$ cat src/verilog/cmo_cfg.svh
// Constants for the cache maintenance operation unit
`ifndef CMO_CFG_SVH
`define CMO_CFG_SVH
`define CMO_XLEN 32
`define CMO_IMM_W 16
`define CMO_TGT_LSB 16
`define CMO_TGT_MSB 17
`define CMO_OP_LSB 18
`define CMO_OP_MSB 20
`define CMO_BASE_LSB 21
`define CMO_BASE_MSB 25
`define CMO_LINE_OFFSET_BIT 5
`define CMO_SET_INDEX_TOP_BIT 13
`define CMO_WAY_SELECT_TOP_BIT 15
`define CMO_CCA_W 3
`define CMO_CCA_COHERENT_A 3'h4
`define CMO_CCA_COHERENT_B 3'h5
`define CMO_FLUSH_STEPS 2'h2
`define CMO_WATCH_ON 1'b0
`define CMO_KSEG_CHECK 1'b1
`define CMO_INDEX_FROM_PA 1'b0
`endif

$ cat src/verilog/cmo_pkg.sv
// Types for the cache maintenance operation unit
package cmo_pkg;
	typedef enum logic [1:0] {
		CMO_TGT_PRI_INSTR = 2'b00,
		CMO_TGT_PRI_DATA = 2'b01,
		CMO_TGT_TERTIARY = 2'b10,
		CMO_TGT_SECONDARY = 2'b11
	} cmo_target_t;
	typedef enum logic [2:0] {
		CMO_OP_IDX_INV = 3'b000,
		CMO_OP_IDX_LOAD_TAG = 3'b001,
		CMO_OP_IDX_STORE_TAG = 3'b010,
		CMO_OP_IMPL = 3'b011,
		CMO_OP_HIT_INV = 3'b100,
		CMO_OP_HIT_FILL_WBINV = 3'b101,
		CMO_OP_HIT_WB = 3'b110,
		CMO_OP_FETCH_LOCK = 3'b111
	} cmo_op_t;
	typedef enum logic [2:0] {
		CMO_ST_IDLE = 3'b000,
		CMO_ST_XLATE = 3'b001,
		CMO_ST_INNER = 3'b010,
		CMO_ST_REQ = 3'b011,
		CMO_ST_DONE = 3'b100
	} cmo_state_t;
	typedef enum logic [2:0] {
		CMO_EXC_NONE = 3'b000,
		CMO_EXC_TLB_REFILL = 3'b001,
		CMO_EXC_TLB_INVALID = 3'b010,
		CMO_EXC_ADDR_ERR = 3'b011,
		CMO_EXC_CACHE_ERR = 3'b100,
		CMO_EXC_BUS_ERR = 3'b101
	} cmo_exc_t;
endpackage

$ cat src/verilog/cmo_unit.sv
// Cache maintenance operation unit: decode, address, translation, request sequencing
`include "cmo_cfg.svh"
module cmo_unit (
	input wire logic clk_i, // Core clock
	input wire logic reset_i, // Synchronous reset, active high
	input wire logic issue_valid_i, // Instruction presented
	input wire logic [31:0] instr_i, // Instruction word
	input wire logic [31:0] base_value_i, // Value of selected base register
	input wire logic phys_cache_i, // Target cache is physically addressed
	input wire logic direct_mapped_i, // Target cache is direct-mapped
	input wire logic wb_data_cache_i, // Data cache is write-back
	input wire logic kernel_fault_i, // Address lies in faulting kernel region
	input wire logic mmu_done_i, // Translation answer valid
	input wire logic [31:0] mmu_pa_i, // Translated physical address
	input wire logic mmu_refill_i, // Translation missed
	input wire logic mmu_invalid_i, // Translation entry invalid
	input wire logic [2:0] mmu_cca_i, // Cacheability attribute of address
	input wire logic ctl_done_i, // Cache controller finished request
	input wire logic ctl_cache_err_i, // Controller saw cache or bus error on writeback
	input wire logic ctl_bus_err_i, // Bus transaction terminated in error
	input wire logic barrier_idle_i, // Outstanding memory traffic drained
	output logic busy_o, // Instruction held
	output logic mmu_req_o, // Translation request
	output logic [31:0] mmu_va_o, // Address to translate
	output logic ctl_req_o, // Request to cache controller
	output logic [2:0] ctl_op_o, // Operation code
	output logic [1:0] ctl_target_o, // Target cache
	output logic [31:0] ctl_addr_o, // Lookup address
	output logic [1:0] ctl_way_o, // Way for index operations
	output logic [7:0] ctl_index_o, // Set index for index operations
	output logic ctl_index_mode_o, // Request uses way/index pointer
	output logic ctl_broadcast_o, // Broadcast to coherent caches
	output logic ctl_keep_valid_o, // Leave line valid with dirty cleared
	output logic ctl_no_cache_err_o, // Suppress cache error reporting
	output logic watch_hit_o, // Data watch trigger
	output logic done_o, // Instruction retired, one cycle
	output logic exc_valid_o, // Exception raised, one cycle
	output logic [2:0] exc_code_o // Exception kind
);

////////////////////////////////////////////////////////////////////////////////
// Decode helpers

function automatic logic [31:0] eff_addr(input logic [31:0] base, input logic [15:0] imm);
	eff_addr = base + {{16{imm[15]}}, imm};
endfunction

function automatic logic is_index_op(input logic [2:0] op);
	is_index_op = (op[2] == 1'b0) && (op != 3'h3);
endfunction

function automatic logic is_coherent(input logic [2:0] cca);
	is_coherent = (cca == `CMO_CCA_COHERENT_A) || (cca == `CMO_CCA_COHERENT_B);
endfunction

////////////////////////////////////////////////////////////////////////////////
// Captured instruction

cmo_pkg::cmo_state_t state_ff;
cmo_pkg::cmo_state_t nxt_state;
logic [2:0] op_ff;
logic [1:0] tgt_ff;
logic [31:0] ea_ff;
logic [31:0] pa_ff;
logic bcast_ff;
logic inner_ff;
logic [2:0] op_in;
logic [1:0] tgt_in;
logic idx_op;
logic [31:0] sel_addr;

assign op_in = instr_i[`CMO_OP_MSB:`CMO_OP_LSB];
assign tgt_in = instr_i[`CMO_TGT_MSB:`CMO_TGT_LSB];
assign idx_op = is_index_op(op_ff);
// Index ops use the untranslated address by default hit ops pick by cache kind
assign sel_addr = idx_op ? (`CMO_INDEX_FROM_PA ? pa_ff : ea_ff) : (phys_cache_i ? pa_ff : ea_ff);

always_ff @(posedge clk_i) begin
	if (reset_i) begin
		op_ff <= 3'h0;
		tgt_ff <= 2'h0;
		ea_ff <= 32'h0;
	end else if (state_ff == cmo_pkg::CMO_ST_IDLE && issue_valid_i) begin
		op_ff <= op_in;
		tgt_ff <= tgt_in;
		ea_ff <= eff_addr(base_value_i, instr_i[15:0]);
	end
end

always_ff @(posedge clk_i) begin
	if (reset_i) begin
		pa_ff <= 32'h0;
		bcast_ff <= 1'b0;
	end else if (state_ff == cmo_pkg::CMO_ST_XLATE && mmu_done_i) begin
		pa_ff <= mmu_pa_i;
		// One choice for every level the instruction touches
		bcast_ff <= !is_index_op(op_ff) && op_ff != 3'h3 && is_coherent(mmu_cca_i);
	end
end

////////////////////////////////////////////////////////////////////////////////
// Sequencer

logic xlate_fault;
assign xlate_fault = mmu_refill_i || mmu_invalid_i || (`CMO_KSEG_CHECK && kernel_fault_i);

always_comb begin
	nxt_state = state_ff;
	case (state_ff)
		cmo_pkg::CMO_ST_IDLE: begin
			if (issue_valid_i)
				nxt_state = cmo_pkg::CMO_ST_XLATE;
		end
		cmo_pkg::CMO_ST_XLATE: begin
			if (mmu_done_i)
				nxt_state = xlate_fault ? cmo_pkg::CMO_ST_IDLE : cmo_pkg::CMO_ST_INNER;
		end
		cmo_pkg::CMO_ST_INNER: begin
			if (ctl_done_i || ctl_cache_err_i || ctl_bus_err_i || !inner_ff)
				nxt_state = (inner_ff && !ctl_done_i) ? cmo_pkg::CMO_ST_IDLE : cmo_pkg::CMO_ST_REQ;
		end
		cmo_pkg::CMO_ST_REQ: begin
			if (ctl_cache_err_i || ctl_bus_err_i)
				nxt_state = cmo_pkg::CMO_ST_IDLE;
			else if (ctl_done_i)
				nxt_state = cmo_pkg::CMO_ST_DONE;
		end
		cmo_pkg::CMO_ST_DONE: begin
			if (barrier_idle_i)
				nxt_state = cmo_pkg::CMO_ST_IDLE;
		end
		default: nxt_state = cmo_pkg::CMO_ST_IDLE;
	endcase
end

always_ff @(posedge clk_i) begin
	if (reset_i)
		state_ff <= cmo_pkg::CMO_ST_IDLE;
	else
		state_ff <= nxt_state;
end

// Outer-level targets first run the same operation on primary data
always_ff @(posedge clk_i) begin
	if (reset_i)
		inner_ff <= 1'b0;
	else if (state_ff == cmo_pkg::CMO_ST_IDLE && issue_valid_i)
		inner_ff <= tgt_in[1];
	else if (state_ff == cmo_pkg::CMO_ST_INNER && ctl_done_i)
		inner_ff <= 1'b0;
end

////////////////////////////////////////////////////////////////////////////////
// Outputs

logic err_ok;
assign err_ok = (op_ff != 3'h1) && (op_ff != 3'h2);

always_ff @(posedge clk_i) begin
	if (reset_i) begin
		mmu_req_o <= 1'b0;
		mmu_va_o <= 32'h0;
	end else begin
		mmu_req_o <= (nxt_state == cmo_pkg::CMO_ST_XLATE) && !(state_ff == cmo_pkg::CMO_ST_XLATE && mmu_done_i);
		mmu_va_o <= (state_ff == cmo_pkg::CMO_ST_IDLE) ? eff_addr(base_value_i, instr_i[15:0]) : ea_ff;
	end
end

logic req_phase;
assign req_phase = (state_ff == cmo_pkg::CMO_ST_INNER && inner_ff) || state_ff == cmo_pkg::CMO_ST_REQ;

always_ff @(posedge clk_i) begin
	if (reset_i) begin
		ctl_req_o <= 1'b0;
		ctl_op_o <= 3'h0;
		ctl_target_o <= 2'h0;
		ctl_addr_o <= 32'h0;
		ctl_way_o <= 2'h0;
		ctl_index_o <= 8'h0;
		ctl_index_mode_o <= 1'b0;
		ctl_broadcast_o <= 1'b0;
		ctl_keep_valid_o <= 1'b0;
		ctl_no_cache_err_o <= 1'b0;
	end else begin
		ctl_req_o <= req_phase && !ctl_done_i && !ctl_cache_err_i && !ctl_bus_err_i;
		ctl_op_o <= op_ff;
		ctl_target_o <= (state_ff == cmo_pkg::CMO_ST_INNER) ? 2'h1 : tgt_ff;
		ctl_addr_o <= sel_addr;
		ctl_index_o <= sel_addr[`CMO_SET_INDEX_TOP_BIT-1:`CMO_LINE_OFFSET_BIT];
		ctl_way_o <= direct_mapped_i ? 2'h0 : sel_addr[`CMO_WAY_SELECT_TOP_BIT-1:`CMO_SET_INDEX_TOP_BIT];
		ctl_index_mode_o <= idx_op;
		ctl_broadcast_o <= bcast_ff;
		ctl_keep_valid_o <= (op_ff == 3'h6) && wb_data_cache_i;
		ctl_no_cache_err_o <= !err_ok;
	end
end

always_ff @(posedge clk_i) begin
	if (reset_i) begin
		busy_o <= 1'b0;
		done_o <= 1'b0;
		watch_hit_o <= 1'b0;
	end else begin
		busy_o <= nxt_state != cmo_pkg::CMO_ST_IDLE;
		done_o <= state_ff == cmo_pkg::CMO_ST_DONE && barrier_idle_i;
		watch_hit_o <= `CMO_WATCH_ON && done_o;
	end
end

always_ff @(posedge clk_i) begin
	if (reset_i) begin
		exc_valid_o <= 1'b0;
		exc_code_o <= cmo_pkg::CMO_EXC_NONE;
	end else begin
		exc_valid_o <= 1'b0;
		exc_code_o <= cmo_pkg::CMO_EXC_NONE;
		if (state_ff == cmo_pkg::CMO_ST_XLATE && mmu_done_i && xlate_fault) begin
			exc_valid_o <= 1'b1;
			// Only load-type causes exist here; no alignment check at all
			if (mmu_refill_i)
				exc_code_o <= cmo_pkg::CMO_EXC_TLB_REFILL;
			else if (mmu_invalid_i)
				exc_code_o <= cmo_pkg::CMO_EXC_TLB_INVALID;
			else
				exc_code_o <= cmo_pkg::CMO_EXC_ADDR_ERR;
		end else if (req_phase && !ctl_done_i && ctl_bus_err_i) begin
			exc_valid_o <= 1'b1;
			exc_code_o <= cmo_pkg::CMO_EXC_BUS_ERR;
		end else if (req_phase && !ctl_done_i && ctl_cache_err_i) begin
			exc_valid_o <= err_ok;
			exc_code_o <= err_ok ? cmo_pkg::CMO_EXC_CACHE_ERR : cmo_pkg::CMO_EXC_NONE;
		end
	end
end

////////////////////////////////////////////////////////////////////////////////
// Checks

AST_EA_SIGNEXT: assert property (@(posedge clk_i) disable iff (reset_i)
	state_ff == cmo_pkg::CMO_ST_IDLE && issue_valid_i |=> ea_ff == $past(base_value_i) + {{16{$past(instr_i[15])}}, $past(instr_i[15:0])})
	else $error("effective address wrong");
AST_TGT_DECODE: assert property (@(posedge clk_i) disable iff (reset_i)
	state_ff == cmo_pkg::CMO_ST_IDLE && issue_valid_i |=> tgt_ff == $past(instr_i[17:16]))
	else $error("target field wrong");
AST_OP_DECODE: assert property (@(posedge clk_i) disable iff (reset_i)
	state_ff == cmo_pkg::CMO_ST_IDLE && issue_valid_i |=> op_ff == $past(instr_i[20:18]))
	else $error("operation field wrong");
AST_DM_WAY: assert property (@(posedge clk_i) disable iff (reset_i)
	$past(direct_mapped_i) && !$past(reset_i) |-> ctl_way_o == 2'h0)
	else $error("way used on direct-mapped cache");
AST_INDEX_BITS: assert property (@(posedge clk_i) disable iff (reset_i)
	!$past(reset_i) |-> ctl_index_o == $past(sel_addr[12:5]))
	else $error("index bits wrong");
AST_NO_TAG_CERR: assert property (@(posedge clk_i) disable iff (reset_i)
	exc_valid_o && (ctl_op_o == 3'h1 || ctl_op_o == 3'h2) |-> exc_code_o != cmo_pkg::CMO_EXC_CACHE_ERR)
	else $error("cache error on tag operation");
AST_BCAST_HIT: assert property (@(posedge clk_i) disable iff (reset_i)
	ctl_req_o && ctl_index_mode_o |-> !ctl_broadcast_o)
	else $error("index operation broadcast");
AST_WB_KEEP: assert property (@(posedge clk_i) disable iff (reset_i)
	ctl_req_o |-> ctl_keep_valid_o == (ctl_op_o == 3'h6 && $past(wb_data_cache_i)))
	else $error("keep-valid on wrong operation");
AST_DONE_BARRIER: assert property (@(posedge clk_i) disable iff (reset_i)
	done_o |-> $past(barrier_idle_i) && $past(state_ff) == cmo_pkg::CMO_ST_DONE)
	else $error("retired before traffic drained");
AST_EXC_KIND: assert property (@(posedge clk_i) disable iff (reset_i)
	exc_valid_o |-> exc_code_o inside {3'h1, 3'h2, 3'h3, 3'h4, 3'h5})
	else $error("illegal exception kind");
// A suppressed cache error on a tag operation ends the instruction with no pulse
AST_HOLD: assert property (@(posedge clk_i) disable iff (reset_i)
	busy_o && !done_o && !exc_valid_o |=> busy_o || done_o || exc_valid_o ||
		($past(ctl_cache_err_i) && ctl_no_cache_err_o))
	else $error("instruction dropped");

COV_HIT_DONE: cover property (@(posedge clk_i) disable iff (reset_i) done_o && !ctl_index_mode_o);
COV_INNER_FIRST: cover property (@(posedge clk_i) disable iff (reset_i) ctl_req_o && ctl_target_o == 2'h1 && tgt_ff[1]);
COV_TLB_EXC: cover property (@(posedge clk_i) disable iff (reset_i) exc_valid_o && exc_code_o == cmo_pkg::CMO_EXC_TLB_REFILL);
COV_BCAST: cover property (@(posedge clk_i) disable iff (reset_i) ctl_req_o && ctl_broadcast_o);

endmodule

$ cat config.mk
export PLATFORM = sky130hd
export DESIGN_NAME = cmo_unit
export DESIGN_NICKNAME = d
export VERILOG_FILES = /design/src/verilog/cmo_pkg.sv /design/src/verilog/cmo_unit.sv
export VERILOG_INCLUDE_DIRS = /design/src /design/src/verilog
export SDC_FILE = /design/constraint.sdc
export NUM_CORES = 1
export LEC_CHECK = 0
export ABC_CLOCK_PERIOD_IN_PS = 3500
export BUFFER_PORTS_ARGS = -buffer_cell sky130_fd_sc_hd__buf_2
export CAP_MARGIN = 10
export CORE_MARGIN = 2
export CORE_UTILIZATION = 57
export DETAILED_ROUTE_END_ITERATION = 8
export PLACE_DENSITY = 0.87
export RECOVER_POWER = 25
export SYNTH_ARGS = -nofsm -noshare
export SYNTH_HDL_FRONTEND = slang
export SYNTH_SLANG_ARGS = --single-unit
$ cat constraint.sdc
create_clock -name clk_i -period 3.5 [get_ports clk_i]
set_input_delay 0 -clock clk_i [delete_from_list [all_inputs] [get_ports clk_i]]
set_output_delay 0 -clock clk_i [all_outputs]
set_load 0.05 [all_outputs]
==> summary.md, run 1 <==
| Metric | Value |
|---|---|
| Outcome | `complete, no violations` |
| Critical path, cell by cell | `or3_1 -> nor2_2 -> buf_4 -> nor2_1 -> a22o_1` |
| Cell family with most CP delay | `simple AND/OR/NAND/NOR gates` |
| Worst slew pin tran | `~1.1 ns` |
| Yosys top cell area share | `about two fifths` |
| Yosys top cell by area | `dfxtp_1` |
| Clk sink count | `157` |
| Number of synthesized register bits | `~160` |
| Iter 0 DRT Violations | `between 900 and 1000` |
| Remaining global-route overflow | `0` |
| Leakage | `~4 nW` |
| Synthesized area | `roughly 7500 um^2` |
| Pwr dens | `524 nW/um^2` |
| Total power | `around 5 mW` |
| CP Class | `register to register` |
| Adder-Cell Fraction of Synth Area | `5.42%` |
| Worst Setup Start Kind | `register` |
| CP required | `3.81 ns` |
| Via count | `between 7000 and 8000` |
| Xor/xnor share of the synthesized area | `between 2 and 2.5%` |
| Relative max-transition margin | `roughly 24%` |
| Synth Area in Simple Gates | `22.3%` |
| Async S/R FF share, synth | `0%` |
| Setup TNS | `0 ns` |
| Worst path max stage delay | `0.68 ns` |
| Final ANT Viol Nets | `0` |
| Cell Count, Final, Fillers Out | `between 1000 and 1500` |
| Unique masters post-synth | `75` |
| Final GP Congestion | `around 0.94` |
| Die H | `119 um` |
| Cts repair resizes | `0` |
| Synth cell count leaders | `223 x nand2_1, 157 x dfxtp_1, 126 x a21oi_1` |
| Syn avg cell area | `slightly above 8 um^2` |
| Worst path arrival time | `2.60 ns` |
| Clk Latency, worst-skew pair | `roughly 0.42 ns` |
| Post-synthesis sequential area ratio | `a little over two fifths` |
| Inst Count DP | `approximately 1200` |
| Post-route minimum period | `~2.3 ns` |
| Final setup violation count | `0` |
| Count leader, synth | `nand2_1` |
| Largest net degree at the start of global routing | `roughly 110` |
| Vias per cell | `between 5 and 6` |
| DRC violations left | `0` |
| Hold WC Path Type | `input pin to register` |
| Gate Count Post-Synth | `slightly above 900` |
| Share of cells above drive strength 1 | `between 10% and 20%` |
| Syn. warnings | `0` |
| Core Area | `roughly 13000 um^2` |
| Detailed Route WL | `roughly 23000 um` |
| EDFF count, synth | `0` |
| CTS tree | `yes` |
| Root buffer cell | `clkbuf_16` |
| Post-CTS Setup Bufs | `0` |
| Die Wd | `~120 um` |
| Initial Util | `between 50% and 60%` |
| Antenna violations before repair | `1` |
| CTS Buffer Depth | `2` |
| Total track usage | `about a third` |
| Worst-path fanout max | `38` |
| Fmax achieved | `between 0.4 and 0.5 GHz` |
| Final Hold Viols | `0` |
| Post-cts hold buffer count | `50` |
| Crit-path slowest cell | `or3_1` |
| Largest family of logic cells by synthesized area | `compound AO/OA/AOI/OAI gates` |
| RSZ-0062 raised after global routing | `no` |
| Top post-synthesis cells by area | `dfxtp_1 42%, nand2_1 11%, a21oi_1 8.4%` |
| Die area | `14100 um^2` |
| Max Cap Violations | `0` |
| Crit path capture type | `register` |
| Area grow syn2layout | `25.4%` |
| Port Buf Inserts | `between 150 and 200` |
| CTS buffer count | `17` |
| Mux share of post-synthesis cell area | `less than 1%` |
| Peak supply drop | `about 0.00040 V` |
| Synth Area in Compound Gates | `a little under a quarter` |
| Detail Placement HPWL | `14600 um` |
| Dominant synthesized flop cell | `dfxtp_1` |
| Worst Clk Skew | `between 0.01 and 0.015 ns` |
| Tcrit/Tclk final | `between 60% and 70%` |
| First-pass GRT wire length | `approximately 36000 um` |
| Routed len/inst | `~17 um` |
| Final nets | `around 1300` |
| IO Pins | `between 200 and 250` |
| Slew Limit Fails | `0` |
| 1st-pass router iterations | `6` |
| Clk slew on worst S/H paths | `0.07 ns` |
| Post-synth net total | `between 1000 and 1500` |
| Vias in the first global route | `slightly above 7000` |
| Hold WS | `0.0286 ns` |
| CP bufs+invs | `1` |
| Depth of the CTS H-tree | `4` |
| Num rows | `41` |
## worst paths after layout
check / from / end / slack [ns] / cells after the start
worst max-delay path: state_ff[0]$_SDFF_PP0_ / ea_ff[16]$_SDFFE_PP0P_ / 1.22 / 5
worst min-delay path: kernel_fault_i / exc_valid_o$_SDFF_PP0_ / 0.03 / 4
worst max register to register: state_ff[0]$_SDFF_PP0_ / ea_ff[16]$_SDFFE_PP0P_ / 1.22 / 5
worst min register to register: pa_ff[16]$_SDFFE_PP0P_ / pa_ff[16]$_SDFFE_PP0P_ / 0.46 / 2
## metrics by stage
| step | utilization [%] | instance area, um^2 | setup slack, ns |
|---|---|---|---|
| global route | 73.9 | 9450 | 1.10 |
| CTS | 74.5 | 9520 | 1.27 |
| floorplan | - | 7530 | 1.32 |
| finish | 73.9 | 9450 | 1.22 |
| detailed placement | 66.2 | 8460 | 0.942 |
| global placement | 66.2 | 8460 | 0.956 |
## power by group
group	internal [mW]	switching, mW
Combinational	0.367	0.823
Clock	0.991	0.764
Sequential	1.92	0.0769
## logic make-up after synthesis
group | Yosys count
AND/OR/NAND/NOR | 371
AO/OA/AOI/OAI | 266
flip-flops | 157
buffers and inverters | 82
adder cells (fa/ha/maj) | 32
XOR/XNOR | 19
multiplexers | 4
other | 1
## routing by layer
metal	part of all wire [%]	vias to the layer above	global-route usage (%)
met5	0	-	0
met4	3.9	0	13.5
met3	8.0	76	6.13
met2	46	443	51.0
met1	42	3511	41.9
li1	-	3658	-
## sequential cells by signal, indices dropped and copies added, names as in the netlist, 2 cells and up
register,count
ctl_addr_o,32
ctl_op_o,3
ctl_target_o,2
ctl_way_o,2
ea_ff,32
exc_code_o,3
mmu_va_o,32
op_ff,3
pa_ff,32
state_ff,3
tgt_ff,2
## worst register-to-register path, delay by kind of cell, from the launching register on
family | cells | cell delay, ns
AOI/OAI and AO/OA | 1 | 0.30
buffers and inverters | 1 | 0.39
DFF | 1 | 0.43
and+or+nand+nor | 3 | 1.05
## final cells by class
class | count | area (um^2)
Multi-Input combinational cell | 693 | 4040
Fill cell | 950 | 3330
Sequential cell | 157 | 3140
Timing Repair Buffer | 249 | 1440
Clock buffer | 18 | 429
Tap cell | 172 | 215
Clock inverter | 14 | 133
Inverter | 11 | 41.3
Antenna cell | 1 | 2.50
## layout by cell type (no fill, tap or decap), types with 12 or more instances in the layout
| master | Yosys | layout |
|---|---|---|
| a211oi_1 | 14 | 14 |
| a21o_1 | 13 | 13 |
| nor2_1 | 46 | 45 |
| clkbuf_16 | 0 | 17 |
| clkbuf_1 | 53 | 62 |
| dlygate4sd3_1 | 0 | 50 |
| nand2b_1 | 12 | 12 |
| dfxtp_1 | 157 | 157 |
| nand2_1 | 223 | 223 |
| xnor2_1 | 12 | 12 |
| buf_2 | 5 | 129 |
| ha_1 | 31 | 31 |
| nor3_1 | 19 | 18 |
| a21oi_1 | 126 | 126 |
(Power assumes the default switching activity.)
==> run 2: changes to the inputs <==
--- a/config.mk
+++ b/config.mk
@@ -6,13 +6,13 @@
 export SDC_FILE = /design/constraint.sdc
 export NUM_CORES = 1
 export LEC_CHECK = 0
-export ABC_CLOCK_PERIOD_IN_PS = 3500
+export ABC_CLOCK_PERIOD_IN_PS = 2300
 export BUFFER_PORTS_ARGS = -buffer_cell sky130_fd_sc_hd__buf_2
 export CAP_MARGIN = 10
 export CORE_MARGIN = 2
-export CORE_UTILIZATION = 57
+export CORE_UTILIZATION = 53
 export DETAILED_ROUTE_END_ITERATION = 8
-export PLACE_DENSITY = 0.87
+export PLACE_DENSITY = 0.82
 export RECOVER_POWER = 25
 export SYNTH_ARGS = -nofsm -noshare
 export SYNTH_HDL_FRONTEND = slang
==> constraint.sdc (replaced) <==
create_clock -name clk_i -period 2.3 [get_ports clk_i]
set_input_delay 0 -clock clk_i [delete_from_list [all_inputs] [get_ports clk_i]]
set_output_delay 0 -clock clk_i [all_outputs]
set_load 0.05 [all_outputs]
==> run 2 against run 1 <==
Design area rose by 4.8%; utilization fell by 2.6 points; clock-buffer cell count rose by 3; critical path type unchanged; register-to-register slack got worse by 1.1 ns; first-iteration DRC count fell by 25%; sequential power rose by 53%; critical endpoint is now inner_ff$_SDFFE_PP0P_; worst setup slack got worse by 1.1 ns; die area rose by 7.3%; worst hold slack improved by 0.0022 ns.
==> summary.md, run 2 (synthesis gave the netlist of run 1 again) <==
| Metric | Value |
|---|---|
| Pwr dens | `795 nW/um^2` |
| Largest net degree at the start of global routing | `70` |
| IO Pins | `around 200` |
| Relative max-transition margin | `between 15 and 20%` |
| Detailed Route WL | `between 20000 and 25000 um` |
| CTS buffer count | `17` |
| Remaining global-route overflow | `0` |
| Depth of the CTS H-tree | `4` |
| Final ANT Viol Nets | `0` |
| Root buffer cell | `clkbuf_16` |
| Antenna violations before repair | `0` |
| Crit-path slowest cell | `dlygate4sd3_1` |
| Port Buf Inserts | `about 190` |
| RR Startpoint | `state_ff[0]$_SDFF_PP0_` |
| Total power | `7.87 mW` |
| Vias in the first global route | `7141` |
| Commonest non-fill, non-tap cells in the layout | `223 x nand2_1, 157 x dfxtp_1, 134 x buf_2, 126 x a21oi_1` |
| CP required | `2.61 ns` |
| Worst slew pin tran | `about 1.2 ns` |
| Post-cts hold buffer count | `51` |
| Die Wd | `about 120 um` |
| Share of cells above drive strength 1 | `between 20% and 30%` |
| RSZ-0062 raised after global routing | `no` |
| Iter 0 DRT Violations | `slightly above 700` |
| Final Hold Viols | `0` |
| Leakage | `~4.2 nW` |
| Final GP Congestion | `0.898` |
| Fmax achieved | `between 0.4 and 0.5 GHz` |
| Final nets | `1325` |
| N_diodes | `0` |
| DP Worst Slack | `-0.122 ns` |
| Levels on crit path | `7` |
| Clk slew on worst S/H paths | `approximately 0.07 ns` |
| Worst-path fanout max | `23` |
| Clk Latency, worst-skew pair | `0.42 ns` |
| Peak supply drop | `0.000571 V` |
| Worst path arrival time | `approximately 2.5 ns` |
| Initial Util | `a little over half` |
| Max Cap Violations | `0` |
| Hold Path Origin | `base_value_i[0]` |
| Slack of the critical path | `between 0.1 and 0.15 ns` |
| CP bufs+invs | `2` |
| Slew Limit Fails | `0` |
| Outcome | `complete, no violations` |
| Worst Clk Skew | `0.0119 ns` |
| 1st-pass router iterations | `5` |
| Hold path cells | `4` |
| Die area | `about 15000 um^2` |
| Crit path capture type | `register` |
| Detail Placement HPWL | `15800 um` |
| Clk sink count | `approximately 160` |
| CTS tree | `yes` |
| Via count | `approximately 8000` |
| Die H | `roughly 120 um` |
| First-pass GRT wire length | `35400 um` |
| CTS Buffer Depth | `2` |
| Worst Setup Start Kind | `register` |
| R2R depth | `7` |
| Inst Count DP | `between 1000 and 1500` |
| Final setup violation count | `0` |
| Worst path max stage delay | `slightly below 0.6 ns` |
| Cell Count, Final, Fillers Out | `about 1400` |
| CP Class | `register to register` |
| Total track usage | `~30%` |
| Tcrit/Tclk final | `between 90% and 100%` |
| Commonest non-fill, non-tap cell in the layout | `nand2_1` |
| Cts repair resizes | `0` |
| DRC violations left | `0` |
| Routed len/inst | `16.8 um` |
| Critical path, cell by cell | `or3_1 -> nor2_2 -> buf_4 -> a21oi_1 -> nand2_1 -> a21oi_1 -> dlygate4sd3_1` |
| Endpoint, Worst Hold | `mmu_va_o[0]$_SDFF_PP0_` |
| Reg2Reg Setup Slack | `about 0.13 ns` |
| CP most frequent cell | `a21oi_1` |
| R2R Path End | `inner_ff$_SDFFE_PP0P_` |
| Core Area | `13900 um^2` |
| Area grow syn2layout | `31.4%` |
| Post-CTS Setup Bufs | `0` |
| Vias per cell | `around 5.7` |
| Num rows | `43` |
| Cell family with most CP delay | `buffers and inverters` |
| Post-route minimum period | `2.17 ns` |
| Hold WC Path Type | `input pin to register` |
-- run 2: cell count changes in the layout (fill, tap and decap cells not counted), moves of 2 or more --
cell       delta
buf_2         +5
buf_4        +49
bufinv_16     +2
clkbuf_1      -4
clkbuf_8      +2
clkinv_2      -2
clkinv_4      +2
inv_6         -4
-- run 2: metrics by stage --
stage               util (%)  setup TNS [ns]  hold WS (ns)  area (um^2)
detailed placement      63.7          -0.939         0.196         8840
CTS                     71.8               0        0.0179         9970
finish                  71.3               0        0.0308         9900
floorplan                  -               0        0.0768         7530
global route            71.3               0        0.0246         9900
global placement        63.7          -0.193         0.202         8840
-- run 2: layer usage --
layer	vias to the layer above	routed length (um)	GRT usage (%)
li1	3758	-	-
met1	3582	9820	39.3
met2	394	10700	47.8
met3	54	2010	7.52
met4	0	558	11.3
met5	-	0	0
-- run 2: layout make-up --
class | count | area [um^2]
multi-input cells | 693 | 4040
fillers | 1077 | 3980
flip-flops and latches | 157 | 3140
repair buffers | 300 | 1830
clock buffers | 21 | 460
well taps | 180 | 225
clock inverters | 11 | 158
inverters | 11 | 41.3
-- run 2: report_power, final --
part / internal (mW) / total [mW] / switching (mW) / leakage [nW]
combinational: 0.651 / 1.92 / 1.27 / 2.62
clock: 1.78 / 2.90 / 1.12 / 0.294
sequential: 2.93 / 3.05 / 0.119 / 1.29
-- run 2: worst max path at each step --
stage                     slack [ns]                    from                      end
after floorplan                 0.12              instr_i[0]  mmu_va_o[16]$_SDFF_PP0_
after global placement         -0.05              instr_i[0]   ea_ff[16]$_SDFFE_PP0P_
after detailed placement       -0.12              instr_i[0]  mmu_va_o[16]$_SDFF_PP0_
after CTS                       0.20  state_ff[0]$_SDFF_PP0_    inner_ff$_SDFFE_PP0P_
after global routing            0.01  state_ff[0]$_SDFF_PP0_    inner_ff$_SDFFE_PP0P_
final                           0.13  state_ff[0]$_SDFF_PP0_    inner_ff$_SDFFE_PP0P_
-- run 2: worst min-delay path, stage by stage --
cell and delay, ns:
buf_2 0.08, ha_1 0.15, nand2_1 0.07, a21oi_1 0.11
